===== config.mk =====
export PLATFORM = sky130hd
export DESIGN_NAME = rca_arbiter
export DESIGN_NICKNAME = d
export VERILOG_FILES = /design/src/verilog/rca_pkg.sv /design/src/verilog/rca_watchdog.sv /design/src/verilog/rca_arbiter.sv
export SDC_FILE = /design/constraint.sdc
export NUM_CORES = 1
export LEC_CHECK = 0
export ABC_AREA = 1
export BUFFER_PORTS_ARGS = -buffer_cell sky130_fd_sc_hd__buf_2
export CAP_MARGIN = 20
export CELL_PAD_IN_SITES_DETAIL_PLACEMENT = 1
export CELL_PAD_IN_SITES_GLOBAL_PLACEMENT = 2
export CORE_MARGIN = 2
export CORE_UTILIZATION = 29
export DETAILED_ROUTE_END_ITERATION = 8
export PLACE_DENSITY = 0.88
export SYNTH_ARGS = -nofsm -noshare
export SYNTH_HDL_FRONTEND = slang
export SYNTH_SLANG_ARGS = --single-unit

===== constraint.sdc =====
create_clock -name mclk_in -period 2.5 [get_ports mclk_in]
set_input_delay 0.125 -clock mclk_in [delete_from_list [all_inputs] [get_ports mclk_in]]
set_output_delay 0.125 -clock mclk_in [all_outputs]
set_load 0.005 [all_outputs]

===== src/verilog/rca_pkg.sv =====
/*
 * package for the control-location arbiter and link supervisor:
 * register offsets, field positions, reset values and tick timing.
 * assumes a single 100 MHz system clock.
 */
`default_nettype none

package rca_pkg;

   // register offsets (byte addresses, word aligned)
   localparam logic [7:0] CTRL_OFF     = 8'h00;
   localparam logic [7:0] TIMEOUT_OFF  = 8'h04;
   localparam logic [7:0] STATUS_OFF   = 8'h08;
   localparam logic [7:0] IRQ_STAT_OFF = 8'h0c;
   localparam logic [7:0] IRQ_MASK_OFF = 8'h10;
   localparam logic [7:0] REQ_OFF      = 8'h14;

   // ctrl fields
   localparam int CTRL_LOCAL_BIT   = 0;
   localparam int CTRL_MON_EN_BIT  = 1;
   localparam int CTRL_KEEP_DC_BIT = 2;

   // req fields: enter and leave strobes, interface index
   localparam int REQ_ENTER_BIT = 0;
   localparam int REQ_LEAVE_BIT = 1;
   localparam int REQ_IF_LSB    = 4;

   // irq status fields
   localparam int IRQ_TIMEOUT_BIT = 0;
   localparam int IRQ_REFUSED_BIT = 1;
   localparam int IRQ_DROPPED_BIT = 2;
   localparam int IRQ_WIDTH       = 3;

   // status fields
   localparam int ST_LOC_LSB   = 0;
   localparam int ST_IF_LSB    = 4;
   localparam int ST_ANA_BIT   = 8;
   localparam int ST_MON_BIT   = 9;
   localparam int ST_DC_BIT    = 10;

   localparam int NUM_IF  = 4;
   localparam int IF_W    = 2;

   // reset values
   localparam logic [31:0] CTRL_RST    = 32'h0000_0002;
   localparam logic [15:0] TIMEOUT_RST = 16'h03e8;
   localparam logic [2:0]  MASK_RST    = 3'h0;

   // monitoring tick: timeout counted in whole milliseconds
   localparam int CLK_MHZ   = 100;
   localparam int TICK_US   = 1000;
   localparam int TICK_CYC  = TICK_US * CLK_MHZ;
   localparam logic [16:0] TICK_MAX = 17'(TICK_CYC - 1);

   typedef enum logic [1:0] {
      LOC_NONE,
      LOC_REMOTE,
      LOC_LOCAL
   } rca_loc_t;

endpackage : rca_pkg

`default_nettype wire


===== src/verilog/rca_watchdog.sv =====
/*
 * link supervisor timer: counts millisecond ticks while armed and
 * raises a one-cycle expiry. assumes the caller restarts it on every
 * message and arms it only for the digital interface in control.
 */
`default_nettype none

module rca_watchdog (
   input  wire logic        mclk_in,
   input  wire logic        rst_n_in,
   input  wire logic        arm_in,
   input  wire logic        kick_in,
   input  wire logic [15:0] timeout_in,
   output logic             expire_out
);

   logic [16:0] tick_q;
   logic        tick;
   logic [15:0] cnt_q;
   logic [15:0] limit_q;
   logic        expire_q;

   ////////////////////////////////////////////////////////////////////
   // fixed-period tick
   assign tick = (tick_q == rca_pkg::TICK_MAX);

   always_ff @(posedge mclk_in) begin
      // a message restarts the tick too, else expiry could come early
      if (!rst_n_in || !arm_in || kick_in || tick) begin // RL10 RL17
         tick_q <= 17'h0;
      end else begin
         tick_q <= tick_q + 17'h1;
      end
   end

   ////////////////////////////////////////////////////////////////////
   // interval counter; new limit taken while disarmed or when an interval ends
   always_ff @(posedge mclk_in) begin
      if (!rst_n_in) begin
         cnt_q    <= 16'h0;
         limit_q  <= rca_pkg::TIMEOUT_RST;
         expire_q <= 1'b0;
      end else begin
         expire_q <= 1'b0;
         if (!arm_in) begin // RL9
            cnt_q   <= 16'h0;
            limit_q <= timeout_in;
         end else if (kick_in) begin // RL10
            cnt_q <= 16'h0;
         end else if (tick) begin
            if (cnt_q + 16'h1 >= limit_q) begin
               cnt_q    <= 16'h0;
               limit_q  <= timeout_in; // RL14
               expire_q <= 1'b1; // RL17
            end else begin
               cnt_q <= cnt_q + 16'h1;
            end
         end
      end
   end

   assign expire_out = expire_q;

endmodule : rca_watchdog

`default_nettype wire


===== src/verilog/rca_arbiter.sv =====
/*
 * control-location arbiter with link supervisor and register port.
 * assumes a plain register master on the same clock and message
 * strobes from the digital interfaces on the same clock; analog pins
 * arrive asynchronously.
 */
`default_nettype none

// Behaviour
// [RL1] only one remote source at once
// [RL2] low request pin means analog holds remote
// [RL3] digital enter refused while analog active
// [RL4] analog pin ignored while digital holds
// [RL5] status and readback always answered
// [RL6] location is none, remote or local
// [RL7] local ends digital session for good
// [RL8] local suspends analog, resumes if still requested
// [RL9] monitor only digital interface in control
// [RL10] each message restarts the timeout
// [RL11] host sends messages within each interval
// [RL12] timeout leaves remote, dc per setting
// [RL13] monitoring enable changeable any time
// [RL14] new timeout taken after running interval
// [RL15] independent of network connection timeout
// [RL16] analog user asserts request pin first
// [RL17] tick-based count, one-cycle expiry event

module rca_arbiter (
   input  wire logic        mclk_in,
   input  wire logic        rst_n_in,
   input  wire logic [7:0]  addr_in,
   input  wire logic [31:0] wdata_in,
   input  wire logic        wr_in,
   input  wire logic        rd_in,
   output logic      [31:0] rdata_out,
   input  wire logic        remote_req_n_in,
   input  wire logic        remote_standby_pin_in,
   input  wire logic [3:0]  msg_in,
   input  wire logic        dc_on_in,
   output logic             dc_off_out,
   output logic             refuse_out,
   output logic             remote_out,
   output logic             analog_out,
   output logic      [1:0]  owner_if_out,
   output logic             standby_out,
   output logic             irq_out
);

   rca_pkg::rca_loc_t loc_q;
   logic              dig_q;
   logic [1:0]        if_q;
   logic              local_q;
   logic              mon_en_q;
   logic              keep_dc_q;
   logic [15:0]       timeout_q;
   logic [2:0]        irq_stat_q;
   logic [2:0]        irq_mask_q;
   logic [31:0]       rdata_q;
   logic              refuse_q;
   logic              dc_off_q;
   logic [2:0]        ana_sync_q;
   logic              ana_q;
   logic [2:0]        sb_sync_q;
   logic              sb_q;
   logic              expire;
   logic              kick;
   logic              ena_req;
   logic              leave_req;
   logic [1:0]        req_if;
   logic              refused;
   logic              dropped;
   logic [2:0]        irq_set;

   ////////////////////////////////////////////////////////////////////
   // address decode used by reads and writes
   function automatic logic hit(input logic [7:0] a, input logic [7:0] off);
      hit = (a == off);
   endfunction : hit

   ////////////////////////////////////////////////////////////////////
   // pin synchronisers; change taken once stages two and three agree
   always_ff @(posedge mclk_in) begin
      if (!rst_n_in) begin
         ana_sync_q <= 3'h7;
         ana_q      <= 1'b0;
         sb_sync_q  <= 3'h0;
         sb_q       <= 1'b0;
      end else begin
         ana_sync_q <= {ana_sync_q[1:0], remote_req_n_in};
         sb_sync_q  <= {sb_sync_q[1:0], remote_standby_pin_in};
         if (ana_sync_q[1] == ana_sync_q[2]) begin
            ana_q <= !ana_sync_q[2]; // RL2
         end
         if (sb_sync_q[1] == sb_sync_q[2]) begin
            sb_q <= sb_sync_q[2]; // RL16
         end
      end
   end

   ////////////////////////////////////////////////////////////////////
   // request strobes written by software on behalf of a link
   assign ena_req   = wr_in && hit(addr_in, rca_pkg::REQ_OFF)
                      && wdata_in[rca_pkg::REQ_ENTER_BIT];
   assign leave_req = wr_in && hit(addr_in, rca_pkg::REQ_OFF)
                      && wdata_in[rca_pkg::REQ_LEAVE_BIT];
   assign req_if    = wdata_in[rca_pkg::REQ_IF_LSB +: rca_pkg::IF_W];

   // refused while analog holds, local is set, or another link owns
   assign refused = ena_req && (local_q || (ana_q && !dig_q) // RL3
                    || (dig_q && (req_if != if_q))); // RL1

   ////////////////////////////////////////////////////////////////////
   // location arbiter
   always_ff @(posedge mclk_in) begin
      if (!rst_n_in) begin
         dig_q <= 1'b0;
         if_q  <= 2'h0;
      end else if (local_q || expire) begin // RL7 RL12
         dig_q <= 1'b0;
      end else if (ena_req && !refused) begin
         dig_q <= 1'b1;
         if_q  <= req_if;
      end else if (leave_req && dig_q && req_if == if_q) begin
         dig_q <= 1'b0;
      end
   end

   assign dropped = dig_q && (local_q || expire);

   always_ff @(posedge mclk_in) begin
      if (!rst_n_in) begin
         loc_q <= rca_pkg::LOC_NONE;
      end else if (local_q) begin
         loc_q <= rca_pkg::LOC_LOCAL; // RL6 RL8
      end else if (dig_q || ana_q) begin
         loc_q <= rca_pkg::LOC_REMOTE; // RL4
      end else begin
         loc_q <= rca_pkg::LOC_NONE;
      end
   end

   // digital owner wins; analog shown only when no link holds
   assign remote_out   = (loc_q == rca_pkg::LOC_REMOTE);
   assign analog_out   = remote_out && !dig_q && ana_q; // RL1 RL4 RL8
   assign owner_if_out = if_q;
   assign standby_out  = sb_q;

   ////////////////////////////////////////////////////////////////////
   // link supervisor; separate from any network connection timer
   assign kick = dig_q && msg_in[if_q]; // RL10

   rca_watchdog u_wd (
      .mclk_in    (mclk_in),
      .rst_n_in   (rst_n_in),
      .arm_in     (dig_q && mon_en_q && !local_q), // RL9 RL13 RL15
      .kick_in    (kick),
      .timeout_in (timeout_q),
      .expire_out (expire)
   );

   always_ff @(posedge mclk_in) begin
      if (!rst_n_in) begin
         dc_off_q <= 1'b0;
         refuse_q <= 1'b0;
      end else begin
         dc_off_q <= expire && dc_on_in && !keep_dc_q; // RL12
         refuse_q <= refused; // RL3
      end
   end

   assign dc_off_out = dc_off_q;
   assign refuse_out = refuse_q;

   ////////////////////////////////////////////////////////////////////
   // control registers
   always_ff @(posedge mclk_in) begin
      if (!rst_n_in) begin
         local_q   <= rca_pkg::CTRL_RST[rca_pkg::CTRL_LOCAL_BIT];
         mon_en_q  <= rca_pkg::CTRL_RST[rca_pkg::CTRL_MON_EN_BIT];
         keep_dc_q <= rca_pkg::CTRL_RST[rca_pkg::CTRL_KEEP_DC_BIT];
         timeout_q <= rca_pkg::TIMEOUT_RST;
         irq_mask_q <= rca_pkg::MASK_RST;
      end else if (wr_in) begin
         if (hit(addr_in, rca_pkg::CTRL_OFF)) begin
            local_q   <= wdata_in[rca_pkg::CTRL_LOCAL_BIT];
            mon_en_q  <= wdata_in[rca_pkg::CTRL_MON_EN_BIT]; // RL13
            keep_dc_q <= wdata_in[rca_pkg::CTRL_KEEP_DC_BIT];
         end else if (hit(addr_in, rca_pkg::TIMEOUT_OFF)) begin
            timeout_q <= wdata_in[15:0]; // RL14
         end else if (hit(addr_in, rca_pkg::IRQ_MASK_OFF)) begin
            irq_mask_q <= wdata_in[rca_pkg::IRQ_WIDTH-1:0];
         end
      end
   end

   ////////////////////////////////////////////////////////////////////
   // sticky events, cleared by reading; a new event beats the clear
   assign irq_set = {dropped, refused, expire};

   always_ff @(posedge mclk_in) begin
      if (!rst_n_in) begin
         irq_stat_q <= 3'h0;
      end else if (rd_in && hit(addr_in, rca_pkg::IRQ_STAT_OFF)) begin
         irq_stat_q <= irq_set;
      end else begin
         irq_stat_q <= irq_stat_q | irq_set;
      end
   end

   assign irq_out = |(irq_stat_q & irq_mask_q);

   ////////////////////////////////////////////////////////////////////
   // read port; status never blocked by the owner
   always_ff @(posedge mclk_in) begin
      if (!rst_n_in) begin
         rdata_q <= 32'h0;
      end else if (rd_in) begin
         rdata_q <= 32'h0;
         if (hit(addr_in, rca_pkg::CTRL_OFF)) begin
            rdata_q[rca_pkg::CTRL_LOCAL_BIT]   <= local_q;
            rdata_q[rca_pkg::CTRL_MON_EN_BIT]  <= mon_en_q;
            rdata_q[rca_pkg::CTRL_KEEP_DC_BIT] <= keep_dc_q;
         end else if (hit(addr_in, rca_pkg::TIMEOUT_OFF)) begin
            rdata_q[15:0] <= timeout_q;
         end else if (hit(addr_in, rca_pkg::STATUS_OFF)) begin // RL5
            rdata_q[rca_pkg::ST_LOC_LSB +: 2]          <= loc_q;
            rdata_q[rca_pkg::ST_IF_LSB +: rca_pkg::IF_W] <= if_q;
            rdata_q[rca_pkg::ST_ANA_BIT]               <= analog_out;
            rdata_q[rca_pkg::ST_MON_BIT]               <= dig_q && mon_en_q;
            rdata_q[rca_pkg::ST_DC_BIT]                <= dc_on_in;
         end else if (hit(addr_in, rca_pkg::IRQ_STAT_OFF)) begin
            rdata_q[rca_pkg::IRQ_WIDTH-1:0] <= irq_stat_q;
         end else if (hit(addr_in, rca_pkg::IRQ_MASK_OFF)) begin
            rdata_q[rca_pkg::IRQ_WIDTH-1:0] <= irq_mask_q;
         end
      end else begin
         rdata_q <= 32'h0;
      end
   end

   assign rdata_out = rdata_q;

endmodule : rca_arbiter

`default_nettype wire


After elaboration in Yosys (flattened, before gate mapping)
Cells that the tools add are included.

cells by class
  reductions and logical operators = 47
  add/sub/neg operators = 2
  multiplexer cells = 23
  equal/unequal tests = 14
  bitwise logic cells = 9
  $lt $le $gt $ge = 2

operator list
  kind                     count
  $mux W16                 5
  $mux W3                  7
  $logic_and A1 B1 Y1      18
  $add A17 B1 Y17 const B  1
  $eq A17 B17 Y1 const B   1
  $add A16 B1 Y16 const B  1
  $eq A8 B4 Y1 const B     2
  $eq A8 B5 Y1 const B     2
  $ge A16 B16 Y1           1
  $reduce_or A3 Y1         3
  $eq A8 B3 Y1 const B     1
  $logic_not A8 Y1         1
  $mux W2                  4
  $reduce_or A4 Y1         2
  $logic_not A1 Y1         7
  $logic_or A1 B1 Y1       7
  $not A1 Y1               7
  $mux W1                  6
  $ne A2 B2 Y1 const B     3
  $reduce_and A2 Y1        3
  $reduce_and A3 Y1        2
  $reduce_and A4 Y1        1
  $reduce_or A2 Y1         2
  $and A3 B3 Y3            1
  other kinds (8)          9

storage, ports and cells
  output and inout bits = 40
  register bits = 122
  bits of input ports = 51

Logic depth before layout (Yosys ltp)
  depth in word-level cells = 8
  gate-level depth with buffers = 19

Cells and area by module
Synthesis repeated with hierarchy kept, for this count alone.

second synthesis, totals
  cells, all modules = 737
  area, all modules = 5237.5 µm²

modules (own cells, without submodules)
  module        sequential area each (µm²)  instances  cells an instance  area an instance (µm²)
  rca_watchdog  1001.0                      1          429                2884.0
  rca_arbiter   1121.1                      1          308                2353.5

Worst setup path before layout
Ideal clock, no wire load.

  path kind = reg2reg
  start point = register u_wd.cnt_q[0]
  end point = register u_wd.limit_q[0]
  clock period less this slack = 2449 ps
  arrival time = 2334 ps
  setup time = 115 ps
  data required time = 2385 ps
  stages on the path, launching flop included = 16
  path slack = 51 ps
  cell sequence = dfxtp_1 inv_1 nor2_2 nand4_1 or2_2 xor2_1 inv_1 ha_1 nand4_1 nor3_1 nand2_1 nand2_1 nand2_4 buf_6 a21oi_1 nor2_1

between the ends
  longest elaborated chain between the ends = 4

RTL lines
  what                                RTL line            text
  start, declared                     rca_watchdog.sv:19  logic [15:0] cnt_q;
  start signal, assigned              rca_watchdog.sv:56  cnt_q <= cnt_q + 16'h1;
  $add A16 B1 Y16                     rca_watchdog.sv:51  if (cnt_q + 16'h1 >= limit_q) begin
  $ge A16 B16 Y1                      rca_watchdog.sv:51
  $ne A2 B2 Y1 (no source line)       --
  $reduce_and A3 Y1 (no source line)  --
  end signal, assigned                rca_watchdog.sv:41  limit_q <= rca_pkg::TIMEOUT_RST;
  end signal, assigned                rca_watchdog.sv:47  limit_q <= timeout_in;
  end signal, assigned                rca_watchdog.sv:53  limit_q <= timeout_in;
  end, declared                       rca_watchdog.sv:20  logic [15:0] limit_q;

No other way between the ends.
A chain may end at the register's enable or synchronous reset.

Final worst setup path
  start point = register u_wd.cnt_q[0]
  end point = register u_wd.limit_q[10]

The elaborated chain is that of the path after synthesis.

==> metrics.md <==
| Metric | Value |
|---|---|
| Outcome | finished, violations left |
| Failing checks | negative setup slack |
| Type of the most critical hold path | in2reg |
| Crit-path cells | inv_4 -> nor2_4 -> nand4_1 -> buf_4 -> nor2_4 -> buf_4 -> or2_2 -> nand2_1 -> inv_2 -> ha_4 -> a21oi_1 -> o21ai_1 -> a21oi_2 -> nand2_4 -> nand2_8 -> clkbuf_16 -> nand3_1 -> nand2_1 -> nor2_1 |
| Placed standard-cell area | 5774 sq um |
| Wire length of the first global-routing pass | between 20000 and 25000 microns |
| Clock Sinks | 106 |
| Input/output buffers | just under 60 |
| Standard-cell row count | between 40 and 50 |
| Post-detailed-route count of antenna-violating nets | 0 |
| Core Util, Final | 0.3819 |
| Source-to-sink clock delay at the later pin of the worst-skew pair | ~360 ps |
| Post-synthesis register bit count | 106 |
| Number of I/O pins | 91 |
| Average cell area after synthesis | between 7 and 8 sq um |
| Number of endpoints with negative hold slack in the final report | 0 |
| Relative max-transition margin | 0.5054 |
| Final setup skew | 14.73 ps |
| Vias in the first global route | 4774 |
| Final layout net count | ~850 |
| Post-route minimum period | 2656 ps |
| Final-report max-slew violation count | 0 |
| Kind of capture point of the worst setup path | flop |
| Clock root buffer | clkbuf_16 |
| Count of maximum capacitance violations | 0 |
| RSZ-0062 raised after global routing | true |
| Ant diodes | 0 |
| Layout Area Growth over Synthesis | 28.69% |
| Cells on worst reg2reg path | 19 |
| Antenna violations before repair | 0 |
| Largest area contributor in the netlist | dfxtp_1 |
| Cell Area, Synth | just over 5000 sq um |
| Slowest stage delay, CP | roughly 370 ps |
| Synthesis warning total | 0 |
| Height of the die | 137.3 microns |
| Leftover overflow at the end of global routing | 0 |
| Cell leakage power | about 3.0 nW |
| Signal arrival time at the worst endpoint | slightly below 3000 ps |
| Startpoint of the worst-slack reg-to-reg timing path | u_wd.cnt_q[0] |
| Initial Util | 0.2968 |
| Fraction of the yosys area taken by sequential cells | 0.4120 |
| Residual DRC count | 0 |
| Cells after DPL | between 900 and 1k |
| Largest net degree at the start of global routing | 28 |
| List of most frequent post-synthesis cells | nand2_1, dfxtp_1, inv_1 |
| Number of CTS-inserted buffers | 9 |
| Most used DFF post-synth | dfxtp_1 |
| Setup crit start kind | flop |
| Full die area | 18840 sq um |
| Max Root-Sink Buffers | 2 |
| Cell Pwr Density | roughly 490 nW/um^2 |
| Largest cells by area after synthesis | dfxtp_1, nand2_1, inv_1 |
| Worst vdd ir | 0.0004232 V |
| Clock tree from TritonCTS | built |
| Depth of the worst hold-timing path | 3 |
| Clock transition at the register clock pins on the worst setup and hold paths after CTS | roughly 80 ps |
| Actual transition at the worst max-transition pin | ~740 ps |
| Synth cell types | 47 |
| Number of synthesized flops with an enable pin | 0 |
| Final Non-Filler Cells | slightly above 1k |
| Most frequently used cell type in the post-synthesis netlist | nand2_1 |
| Vias post-DR | roughly 4.6k |
| Width of the die | about 140 microns |
| Required time at the endpoint of the critical path | ~2800 ps |
| Cell at the slowest stage of the critical path | dfxtp_4 |
| Hold Path Sink | timeout_q[9] |
| Final setup fails | 32 |
| GRT Resource Usage Total | 0.1569 |
| Global placer's final weighted congestion | 0.7619 |
| Avg WL per Cell | approximately 14 microns |
| Drt first pass iters | 4 |
| Share of the clock period used by the worst path | 1.062 |
| Slack of the worst reg-to-reg path | -160 ps |
| Placed wire-length estimate after detailed placement | 10280 microns |
| Fraction of final layout cells sized beyond drive strength 1 | 0.2783 |
| Overall routed net length | about 14000 microns |
| Type of the worst setup path | reg2reg |
| Terminus of the critical flop-to-flop path | u_wd.limit_q[10] |
| Area share of the largest cell type after synthesis | 0.4120 |
| Place WS | -276.4 ps |
| Share of flip-flops with an asynchronous set or reset after synthesis | 0 |
| Non-Filler Cell Area, Final | approximately 6600 sq um |
| Total number of H-tree levels | 3 |
| Number of vias per cell after detailed routing | approximately 4.5 |
| Area of the placeable core | roughly 17000 sq um |
| Maximum clock frequency | between 300 and 400 MHz |
| Hold path startpoint | wdata_in[9] |
| Maximum net fanout on the critical path | 5 |
| Minimum setup slack in the final design | -156.0 ps |
| Synthesized instance count | ~700 |
| Iteration-0 DRC count of the detailed router | 114 |
==> power breakdown <==
part           internal, mW  total (mW)  switching, mW
clock network         0.707        1.42          0.718
logic                0.0436       0.110         0.0667
registers              1.69        1.69        0.00241
total                  2.44        3.23          0.787
==> state kept, by name (all words and copies together) (netlist names), 2 cells and up <==
register      cells
u_wd.tick_q      17
rdata_out        16
timeout_q        16
u_wd.cnt_q       16
u_wd.limit_q     16
ana_sync_q        3
irq_mask_q        3
irq_stat_q        3
sb_sync_q         3
loc_q             2
owner_if_out      2
==> layer usage <==
layer | track usage | wire (microns) | vias up
met4 | 0.04238 | 234 | 0
met2 | 0.2745 | 7035 | 69
li1 | - | - | 2346
met3 | 0.03716 | 405 | 17
met5 | 0 | 0 | -
met1 | 0.1921 | 6585 | 2170
==> worst max-delay path by stage <==
stage / cells past startpoint / slack [ps] / endpoint / start
2_1_floorplan: 15 / 50 / u_wd.limit_q[0] / u_wd.cnt_q[0]
5_1_grt: 19 / -340 / u_wd.limit_q[7] / u_wd.cnt_q[0]
4_1_cts: 17 / -130 / u_wd.limit_q[7] / u_wd.cnt_q[1]
3_3_place_gp: 17 / -200 / u_wd.limit_q[2] / u_wd.cnt_q[1]
6_report: 19 / -160 / u_wd.limit_q[10] / u_wd.cnt_q[0]
3_5_place_dp: 16 / -280 / u_wd.limit_q[5] / u_wd.cnt_q[0]
==> logic make-up (layout without fill, tap and decap cells) <==
logic type / count (synthesis) / in the layout / share of synthesized area
xor+xnor: 17 / 17 / 0.02891
buf+inv: 132 / 221 / 0.1205
fa+ha+maj: 18 / 18 / 0.04372
other cells: 1 / 16 / 0.0007280
simple gates: 308 / 308 / 0.2886
flops: 106 / 106 / 0.4120
compound gates: 101 / 101 / 0.1057
==> repair_timing <==
item                       CTS  global route
hold endpoints to repair     6             0
gates resized for setup     49            39
hold buffers                 6             0
pin swaps                   17            18
setup endpoints to repair   33            33
gates cloned                 1             1
buffers inserted             9             1
==> critical path, delay by kind of cell (launching register included) <==
kind                       cells  cell delay [ps]
AOI/OAI and AO/OA              3              460
and+or+nand+nor               10              950
adders and majority gates      1              220
buffers and inverters          5              560
DFF                            1              370
==> cells in the final DEF, fill, tap and decap left out, drive strengths merged, types with 14 or more instances in the layout <==
master and instances:
nand2 147, dfxtp 106, conb 16, nand4 14
inv 100, ha 18, a21oi 54, buf 99
o21ai 35, xor2 14, nor2 68, nor3 14
nand3 51
==> through the flow <==
step	total power, mW	hold slack, ps	setup TNS (ps)
final	3.226	19.03	-2996
after global routing	3.351	21.39	-9096
after CTS	3.274	3.474	-2906
after detailed placement	1.836	317.6	-7111
after global placement	1.834	311.0	-5086
after floorplan	1.806	222.6	0
==> final cells by class <==
class,count,area (sq um)
clock buffers,9,225.2
clock inverters,7,72.57
fillers,2128,10730
inverters,99,380.4
multi-input cells,460,2809
flip-flops and latches,106,2133
well taps,225,281.5
repair buffers,106,726.9
No activity file was read; power rests on OpenSTA's default activity.
